$ cat src/design/rotate_pkg.sv
// Constants, types and layouts shared by the byte rotate unit
// Summary of operation
// - Left rotate no carry: bit7 wraps, carry untouched
// - Opcode 0100 01da; updates negative, zero only
// - Right through carry: bit0 to carry, carry in
// - Opcode 0011 00da; updates carry, negative, zero
// - Destination 0 writes working reg, 1 file
// - Bank bit 0 access bank, 1 bank register
// - Extended set, access, f<=95: indexed literal offset
// - File field 0..255, one-bit d and a
// - Left through carry: opcode 0011 01da, C,N,Z
package rotate_pkg;

	// Opcode field, instruction bits 15..10
	localparam logic [5:0] OPC_RLNC = 6'h11;
	localparam logic [5:0] OPC_RRC  = 6'h0C;
	localparam logic [5:0] OPC_RLC  = 6'h0D;

	// Instruction field positions
	localparam int OPC_MSB  = 15;
	localparam int OPC_LSB  = 10;
	localparam int DEST_BIT = 9;
	localparam int BANK_BIT = 8;
	localparam int FILE_MSB = 7;

	// Data memory addressing
	localparam int             ADDR_W         = 12;
	localparam logic [7:0]     ACCESS_SPLIT   = 8'h60;
	localparam logic [7:0]     INDEXED_MAX    = 8'h5F;
	localparam logic [3:0]     ACCESS_LO_BANK = 4'h0;
	localparam logic [3:0]     ACCESS_HI_BANK = 4'hF;

	// Status register bit positions
	localparam int ST_CARRY = 0;
	localparam int ST_ZERO  = 2;
	localparam int ST_NEG   = 4;

	// Config register bit positions
	localparam int CFG_EXT = 0;

	// Software register offsets
	localparam logic [2:0] OFS_WORK   = 3'h0;
	localparam logic [2:0] OFS_STATUS = 3'h1;
	localparam logic [2:0] OFS_BANK   = 3'h2;
	localparam logic [2:0] OFS_CONFIG = 3'h3;

	// Reset values
	localparam logic [7:0] RST_WORK   = 8'h00;
	localparam logic [7:0] RST_STATUS = 8'h00;
	localparam logic [3:0] RST_BANK   = 4'h0;
	localparam logic       RST_EXT    = 1'b0;

	typedef enum logic [1:0] {
		OP_NONE,
		OP_RLNC,
		OP_RRC,
		OP_RLC
	} rot_op_t;

	typedef struct packed {
		rot_op_t    op;
		logic       dest_file;
		logic       bank_sel;
		logic [7:0] file;
	} rot_insn_t;

	typedef struct packed {
		logic [ADDR_W-1:0] addr;
		logic              rd;
		logic              wr;
		logic [7:0]        wdata;
	} mem_req_t;

	typedef struct packed {
		logic [2:0] addr;
		logic [7:0] wdata;
		logic       wr;
		logic       rd;
	} reg_req_t;

endpackage

$ cat src/design/byte_rotate_unit.sv
// Byte rotate datapath: decode, operand fetch, rotate, write-back
module byte_rotate_unit
	import rotate_pkg::*;
(
	// Clock and reset
	input  wire logic                       clk,
	input  wire logic                       rst_n,
	input  wire logic                       ce,
	// Instruction from decoder
	input  wire logic                       insn_valid,
	input  wire logic [15:0]                insn_word,
	input  wire logic [rotate_pkg::ADDR_W-1:0] index_base,
	output logic                            insn_ready,
	output logic                            insn_done,
	output logic                            insn_unsupported,
	// Data memory register file
	output rotate_pkg::mem_req_t            mem_req,
	input  wire logic [7:0]                 mem_rdata,
	// Software register port
	input  wire rotate_pkg::reg_req_t       reg_req,
	output logic [7:0]                      reg_rdata,
	// Core state views
	output logic [7:0]                      work_value,
	output logic [7:0]                      status_value
);
	import rotate_pkg::*;

	typedef enum logic [1:0] {
		PH_DECODE,
		PH_READ,
		PH_PROCESS,
		PH_WRITE
	} phase_t;

	logic              rst_meta_ff;
	logic              rst_sync_ff;
	phase_t            phase_ff;
	rot_insn_t         insn_ff;
	rot_insn_t         nxt_insn;
	mem_req_t          mem_ff;
	logic [ADDR_W-1:0] nxt_addr;
	logic [7:0]        nxt_result;
	logic              nxt_carry;
	logic [7:0]        work_ff;
	logic [7:0]        status_ff;
	logic [3:0]        bank_ff;
	logic              ext_ff;
	logic [7:0]        rdata_ff;
	logic              ready_ff;
	logic              done_ff;
	logic              unsup_ff;
	logic              take;
	logic              retire;

	// Reset release through two flops so every other flop leaves reset together
	always_ff @(posedge clk or negedge rst_n) begin
		if (!rst_n) begin
			rst_meta_ff <= 1'b0;
			rst_sync_ff <= 1'b0;
		end else begin
			rst_meta_ff <= 1'b1;
			rst_sync_ff <= rst_meta_ff;
		end
	end

	// Decode of the incoming word
	always_comb begin
		nxt_insn.dest_file = insn_word[DEST_BIT];
		nxt_insn.bank_sel  = insn_word[BANK_BIT];
		nxt_insn.file      = insn_word[FILE_MSB:0];
		unique case (insn_word[OPC_MSB:OPC_LSB])
			OPC_RLNC: nxt_insn.op = OP_RLNC;
			OPC_RRC:  nxt_insn.op = OP_RRC;
			OPC_RLC:  nxt_insn.op = OP_RLC;
			default:  nxt_insn.op = OP_NONE;
		endcase
	end

	// Operand address from bank bit, bank register and extended mode
	always_comb begin
		if (nxt_insn.bank_sel) begin
			nxt_addr = {bank_ff, nxt_insn.file};
		end else if (ext_ff && nxt_insn.file <= INDEXED_MAX) begin
			nxt_addr = ADDR_W'(index_base + {4'h0, nxt_insn.file});
		end else if (nxt_insn.file < ACCESS_SPLIT) begin
			nxt_addr = {ACCESS_LO_BANK, nxt_insn.file};
		end else begin
			nxt_addr = {ACCESS_HI_BANK, nxt_insn.file};
		end
	end

	// Rotate on the fetched operand
	always_comb begin
		nxt_carry = status_ff[ST_CARRY];
		unique case (insn_ff.op)
			OP_RLNC: begin
				nxt_result = {mem_rdata[6:0], mem_rdata[7]};
			end
			OP_RRC: begin
				nxt_result = {status_ff[ST_CARRY], mem_rdata[7:1]};
				nxt_carry  = mem_rdata[0];
			end
			OP_RLC: begin
				nxt_result = {mem_rdata[6:0], status_ff[ST_CARRY]};
				nxt_carry  = mem_rdata[7];
			end
			OP_NONE: begin
				nxt_result = mem_rdata;
			end
		endcase
	end

	assign take   = ce && phase_ff == PH_DECODE && insn_valid;
	assign retire = ce && phase_ff == PH_PROCESS;

	// Four phases per supported instruction, one per clock
	always_ff @(posedge clk or negedge rst_sync_ff) begin
		if (!rst_sync_ff) begin
			phase_ff <= PH_DECODE;
		end else if (ce) begin
			unique case (phase_ff)
				PH_DECODE: begin
					if (insn_valid && nxt_insn.op != OP_NONE) begin
						phase_ff <= PH_READ;
					end
				end
				PH_READ:    phase_ff <= PH_PROCESS;
				PH_PROCESS: phase_ff <= PH_WRITE;
				PH_WRITE:   phase_ff <= PH_DECODE;
			endcase
		end
	end

	always_ff @(posedge clk or negedge rst_sync_ff) begin
		if (!rst_sync_ff) begin
			insn_ff <= '0;
		end else if (take) begin
			insn_ff <= nxt_insn;
		end
	end

	// Handshake flags toward the decoder
	always_ff @(posedge clk or negedge rst_sync_ff) begin
		if (!rst_sync_ff) begin
			ready_ff <= 1'b0;
			done_ff  <= 1'b0;
			unsup_ff <= 1'b0;
		end else if (ce) begin
			ready_ff <= (phase_ff == PH_DECODE && !(insn_valid && nxt_insn.op != OP_NONE))
				|| phase_ff == PH_WRITE;
			done_ff  <= phase_ff == PH_PROCESS;
			unsup_ff <= take && nxt_insn.op == OP_NONE;
		end
	end

	// Memory read issued after decode, write only for file destination
	always_ff @(posedge clk or negedge rst_sync_ff) begin
		if (!rst_sync_ff) begin
			mem_ff <= '0;
		end else if (ce) begin
			mem_ff.rd <= take && nxt_insn.op != OP_NONE;
			mem_ff.wr <= retire && insn_ff.dest_file;
			if (take) begin
				mem_ff.addr <= nxt_addr;
			end
			if (retire) begin
				mem_ff.wdata <= nxt_result;
			end
		end
	end

	// Working register: instruction result beats a same-cycle software write
	always_ff @(posedge clk or negedge rst_sync_ff) begin
		if (!rst_sync_ff) begin
			work_ff <= RST_WORK;
		end else if (retire && !insn_ff.dest_file) begin
			work_ff <= nxt_result;
		end else if (ce && reg_req.wr && reg_req.addr == OFS_WORK) begin
			work_ff <= reg_req.wdata;
		end
	end

	// Flags: hardware update wins over a software write in the same cycle
	always_ff @(posedge clk or negedge rst_sync_ff) begin
		if (!rst_sync_ff) begin
			status_ff <= RST_STATUS;
		end else if (retire) begin
			status_ff[ST_ZERO] <= nxt_result == 8'h00;
			status_ff[ST_NEG]  <= nxt_result[7];
			if (insn_ff.op != OP_RLNC) begin
				status_ff[ST_CARRY] <= nxt_carry;
			end
		end else if (ce && reg_req.wr && reg_req.addr == OFS_STATUS) begin
			status_ff <= reg_req.wdata;
		end
	end

	// Bank register and extended set enable
	always_ff @(posedge clk or negedge rst_sync_ff) begin
		if (!rst_sync_ff) begin
			bank_ff <= RST_BANK;
			ext_ff  <= RST_EXT;
		end else if (ce && reg_req.wr) begin
			if (reg_req.addr == OFS_BANK) begin
				bank_ff <= reg_req.wdata[3:0];
			end
			if (reg_req.addr == OFS_CONFIG) begin
				ext_ff <= reg_req.wdata[CFG_EXT];
			end
		end
	end

	// Read data valid in the cycle after the strobe only
	always_ff @(posedge clk or negedge rst_sync_ff) begin
		if (!rst_sync_ff) begin
			rdata_ff <= 8'h00;
		end else if (ce) begin
			rdata_ff <= 8'h00;
			if (reg_req.rd) begin
				unique case (reg_req.addr)
					OFS_WORK:   rdata_ff <= work_ff;
					OFS_STATUS: rdata_ff <= status_ff;
					OFS_BANK:   rdata_ff <= {4'h0, bank_ff};
					OFS_CONFIG: rdata_ff <= {7'h00, ext_ff};
					default:    rdata_ff <= 8'h00;
				endcase
			end
		end
	end

	assign insn_ready       = ready_ff;
	assign insn_done        = done_ff;
	assign insn_unsupported = unsup_ff;
	assign mem_req          = mem_ff;
	assign reg_rdata        = rdata_ff;
	assign work_value       = work_ff;
	assign status_value     = status_ff;

endmodule

$ cat config.mk
export PLATFORM = sky130hd
export DESIGN_NAME = byte_rotate_unit
export DESIGN_NICKNAME = d
export VERILOG_FILES = /design/src/design/rotate_pkg.sv /design/src/design/byte_rotate_unit.sv
export SDC_FILE = /design/constraint.sdc
export NUM_CORES = 1
export LEC_CHECK = 0
export BUFFER_PORTS_ARGS = -buffer_cell sky130_fd_sc_hd__buf_2
export CORE_MARGIN = 2
export CORE_UTILIZATION = 52
export DETAILED_ROUTE_END_ITERATION = 7
export PLACE_DENSITY = 0.85
export SETUP_SLACK_MARGIN = 0.05
export SYNTH_ARGS = -nofsm -noshare
export SYNTH_HDL_FRONTEND = slang
export SYNTH_SLANG_ARGS = --single-unit
$ cat constraint.sdc
create_clock -name clk -period 2.2 [get_ports clk]
set_input_delay 0.33 -clock clk [delete_from_list [all_inputs] [get_ports clk]]
set_output_delay 0.33 -clock clk [all_outputs]
set_load 0.01 [all_outputs]
# Word-level counts from Yosys, hierarchy flattened
# Cells that the tools add are included.
dict set report totals {
  ff_bits 61
  latch_bits 0
  ramBits 0
  rom_bits 0
  input_bits 53
  wordCells 87
  n_memories 0
}
dict set report classes {
  n_addsub 1
  multipliers 0
  n_div 0
  magnitude_cmp 2
  eq_ne 16
  shifts 0
  n_mux 17
  bitwise_logic 1
  reduce_logical 31
}
# cell count
set ops {}
lappend ops {{$pmux 8 s4} 2}
lappend ops {{$mux 12} 3}
lappend ops {{$mux 8} 3}
lappend ops {{$logic_and 1x1->1} 13}
lappend ops {{$add 12x8->12} 1}
lappend ops {{$eq 6x4->1 const B} 2}
lappend ops {{$reduce_and 2->1} 6}
lappend ops {{$eq 2x2->1 const B} 4}
lappend ops {{$le 8x7->1 const B} 1}
lappend ops {{$logic_not 8->1} 1}
lappend ops {{$lt 8x7->1 const B} 1}
lappend ops {{$pmux 2 s4} 1}
lappend ops {{$eq 3x2->1 const B} 2}
lappend ops {{$eq 6x5->1 const B} 1}
lappend ops {{$logic_not 2->1} 3}
lappend ops {{$ne 2x1->1 const B} 3}
lappend ops {{$pmux 2 s3} 1}
lappend ops {{$reduce_bool 2->1} 3}
lappend ops {{$mux 5} 1}
lappend ops {{$eq 2x1->1 const B} 2}
lappend ops {{$mux 1} 4}
lappend ops {{$eq 3x1->1 const B} 1}
lappend ops {{$logic_not 3->1} 1}
lappend ops {{$ne 3x1->1 const B} 1}
lappend ops {{6 further kinds} 7}

# Logic depth before layout (Yosys ltp)
dict set report logic_depth {
  ltp_word 7
  mapped_depth 8
}

# Worst setup path after synthesis
# Ideal clock, no wire load.
dict set report synth_timing {
  kind {input -> register}
  start {in insn_word[1]}
  end {reg mem_ff, in the netlist mem_req[19]}
  setup_time_ns 0.128
  t_arrival_ns 1.615
  t_required_ns 2.072
  setup_slack_ns 0.458
  stages 6
  cell_sequence {ha_1 -> a211oi_1 -> o211ai_1 -> o311ai_0 -> xor2_1 -> o21ai_0}
}
dict set report synth_between {
  elab_chain_cells 4
  elab_cells_between_ends 7
  classes_between {1 x add/sub; 2 x order compare; 3 x mux; 1 x reduce/logical}
}
# element line
set synth_rtl {}
lappend synth_rtl {{start: declaration} byte_rotate_unit.sv:11} ;# input wire logic [15:0] insn_word,
lappend synth_rtl {{$lt 8x7->1 or $le 8x7->1 (tied branches)} {byte_rotate_unit.sv:85, byte_rotate_unit.sv:83}}
lappend synth_rtl {{$mux 12 or $logic_and 1x1->1 (tied branches)} {byte_rotate_unit.sv:85, byte_rotate_unit.sv:83}}
lappend synth_rtl {{$mux 12 *} byte_rotate_unit.sv:83} ;# end else if (ext_ff && nxt_insn.file <= INDEXED_MAX) begin
lappend synth_rtl {{$mux 12 *} byte_rotate_unit.sv:81} ;# if (nxt_insn.bank_sel) begin
lappend synth_rtl {{end: declaration} byte_rotate_unit.sv:40} ;# mem_req_t mem_ff;
# Every way passes the cells marked *; elsewhere a longest branch is shown, timed or not.
# A chain may end at the register's enable or synchronous reset.

# Final worst setup path
dict set report layout_timing {
  start {reg insn_ff[11] (netlist bit)}
  end {reg status_ff[2], in the netlist status_value[2]}
}
dict set report layout_between {
  elab_chain_cells 4
  elab_cells_between_ends 7
  classes_between {3 x eq/ne; 2 x mux; 2 x reduce/logical}
}
# element line
set layout_rtl {}
lappend layout_rtl {{start: declaration} byte_rotate_unit.sv:38} ;# rot_insn_t insn_ff;
lappend layout_rtl {{start signal: assignment} byte_rotate_unit.sv:138} ;# insn_ff <= nxt_insn;
lappend layout_rtl {{$eq 2x2->1, or another cell as far along} byte_rotate_unit.sv:95} ;# unique case (insn_ff.op)
lappend layout_rtl {{$pmux 8 s4 *} byte_rotate_unit.sv:95}
lappend layout_rtl {{$logic_not 8->1 *} byte_rotate_unit.sv:188} ;# status_ff[ST_ZERO] <= nxt_result == 8'h00;
lappend layout_rtl {{$mux 1 *} byte_rotate_unit.sv:187} ;# end else if (retire) begin
lappend layout_rtl {{end signal: indexed assignment} byte_rotate_unit.sv:189} ;# status_ff[ST_NEG] <= nxt_result[7];
lappend layout_rtl {{end signal: indexed assignment} byte_rotate_unit.sv:191} ;# status_ff[ST_CARRY] <= nxt_carry;
lappend layout_rtl {{end signal: assignment} byte_rotate_unit.sv:194} ;# status_ff <= reg_req.wdata;
lappend layout_rtl {{end: declaration} byte_rotate_unit.sv:45} ;# logic [7:0] status_ff;
# Marked as above.

==> run metrics <==
RSZ-0062 raised after global routing false; Synth area leaders dfrtp_1 (45%), a21oi_1 (5.5%), mux2i_1 (5.1%), nand2_1 (5.0%), o21ai_0 (4.6%); Worst-path clk slew 80 ps; most frequent cells in the layout buf_2 (101), dfrtp_1 (60), nand2_1 (45), a21oi_1 (37), nor2_1 (33); Layout Nets 529; outcome finished clean; DP HPWL 6.53 mm; PostCTS Resize Cnt 0; vias 3,131; GRT Max-Usage Layer met2; port bufs 101; DP Worst Slack 63.4 ps; final instance area 4200 um2; starting DRC count in detailed routing 185; pwr dens 1050 nW/um2; maximum clock insertion buffer count 2; GRT Resource Usage Total 0.254; Synth area leader dfrtp_1; Final WS setup 355 ps; met3 usage 0.0521; slowest CP cell dfrtp_1; Finished Layout Cells 546; worst reg2reg path depth 5; Crit path required time 2470 ps; critical-path cell list nor2b_1 > a2111oi_0 > a21oi_1 > or4_1 > o21ai_1; Hold WC Path Type flip-flop to asynchronous set/reset pin; R2R setup slack 350 ps; initial antenna violation count 0; Crit Reg-Reg Endpoint status_value[2]$_DFFE_PN0P_; Crit. End Element flip-flop; CORE AREA 6280 um2; Slew Limit Fails 0; first-pass GRT wire length 14.5 mm; drt pass-1 iters 5; via density per instance 5.73; Reg2Reg Launch Point insn_ff[11]$_DFFE_PN0P_; sequential-to-total area share from yosys stat 0.455; yosys warns 0; relative slew slack 0.593; Data arrival, critical path 2120 ps; dpl cells 529; drt wl/cell 15.9 um; die span in x 84.3 um; layout cells sized above 1 0.313; critical path type flip-flop to flip-flop; CP startpoint kind flip-flop; Worst-Margin Slew 607 ps; Fin Clk Skew 9.49 ps; fmax 542 MHz; Synth Instances 356; die height 84.3 um; largest net degree at the start of global routing 33; Max Cap Violations 0; Post-route DRC 0; leak pwr 0.00207 uW; CP peak stage delay 580 ps; Primary FF master, synth dfrtp_1; Final Critical Period 1850 ps; final hold violation count 0; worst skew pair latency 340 ps; Area growth syn-to-layout 25.1%; crit path max fanout 12; cts bufs inserted 9; post-synth top area share 0.455; H-tree depth 3; clock root cell clkbuf_8; routability cong. 0.901; Initial Util 0.535; IR drop worst, VDD 0.562 mV; Cell variety after synth 47; setup TNS 0 ps; most common cell after layout, fill and taps aside buf_2; GR met2 Demand/Resource 0.421; Synthesized Nets 421; Post-Syn Area per Cell 9.43 um2; mapped cell area 3360 um2; Cell Rows 29; num ports 102; Post-synth EDFFs 0; register bit total from synthesis 61; die area 7110 um2; Routed Antenna Nets 0; final worst path period share 0.839; n_diodes 0; Post-synth ARST share 1.00; placed cell areas 3990 um2; Final setup viols 0; GR Util met1 0.326; DRT Wirelength 8.66 mm; clock sinks 61; Overflow after GRT 0; vias in the first global route 3,109; CTS tree built
-- report_power, final --
group,internal [uW],switching (uW),total [uW]
combinational,716,876,1590
clock,528,467,995
sequential,1530,298,1820
total,2770,1640,4410
-- layer usage --
metal  share of wire  routed length (um)
met5               0                   0
met4           0.015                 130
met2            0.49                4220
met1            0.42                3610
met3           0.080                 690
-- critical path, delay by kind of cell (launching register included) --
kind | cells | cell delay [ps]
flip-flops | 1 | 580
AND/OR/NAND/NOR | 2 | 620
AO/OA/AOI/OAI | 3 | 600
-- synthesized netlist by cell type (2+ instances only) --
master / count
nand3_1: 6
o2bb2ai_1: 9
nor2b_1: 9
a22oi_1: 3
mux2_2: 13
o211ai_1: 4
ha_1: 11
o21ai_0: 31
nor2_1: 33
a21oi_1: 37
mux2i_1: 17
or4_1: 2
o21a_1: 2
xor2_1: 6
nand3b_1: 4
o311ai_0: 2
nor3_1: 4
and3_1: 4
inv_1: 10
dfrtp_1: 61
a2111oi_0: 2
buf_2: 3
a211oi_1: 3
clkbuf_1: 13
nand2_1: 45
-- state kept, by name, indices dropped and copies added, names as in the netlist, 2 cells and up --
name and count:
bank_ff 4, insn_ff 3, mem_req 22, phase_ff 2, reg_rdata 8, status_value 8, work_value 8
-- worst max path at each step --
stage / cells after the start / end / startpoint
2_1_floorplan: 0 / bank_ff[0]$_DFFE_PN0P_ / rst_sync_ff$_DFF_PN0_
5_1_grt: 5 / status_value[2]$_DFFE_PN0P_ / insn_ff[11]$_DFFE_PN0P_
3_3_place_gp: 7 / mem_req[21]$_DFFE_PN0P_ / insn_word[1]
3_5_place_dp: 7 / mem_req[19]$_DFFE_PN0P_ / insn_word[1]
6_report: 5 / status_value[2]$_DFFE_PN0P_ / insn_ff[11]$_DFFE_PN0P_
4_1_cts: 5 / status_value[2]$_DFFE_PN0P_ / insn_ff[11]$_DFFE_PN0P_
-- logic make-up after synthesis --
logic type,count (synthesis),share of synthesized area
flops,61,0.455
fa+ha+maj,12,0.0470
other cells,1,0.00112
buf+inv,26,0.0302
compound gates,102,0.183
mux,32,0.104
simple gates,115,0.161
xor+xnor,7,0.0183
-- per-stage QoR --
| step | util | power [uW] | hold slack (ps) |
|---|---|---|---|
| 6_report | 0.669 | 4410 | 158 |
| 5_1_grt | 0.669 | 4730 | 191 |
| 4_1_cts | 0.669 | 4430 | 170 |
| 3_5_place_dp | 0.636 | 3420 | 117 |
| 3_3_place_gp | 0.636 | 3350 | 115 |
| 2_1_floorplan | - | 2740 | 34.4 |
-- layout make-up --
class	instances	area, um2
fill	512	2080
multi-input combinational	269	1730
sequential	61	1530
timing repair buffer	113	611
clock buffer	9	124
tap	77	96.3
clock inverter	7	75.1
inverter	10	37.5
-- what timing repair did --
action / CTS / global route
setup buffers: 0 / 0
endpoints found under the hold margin: 2 / 0
hold buffers: 1 / 0
setup endpoints to repair: 0 / 0
Note: power is estimated with default switching activity, not from simulation.
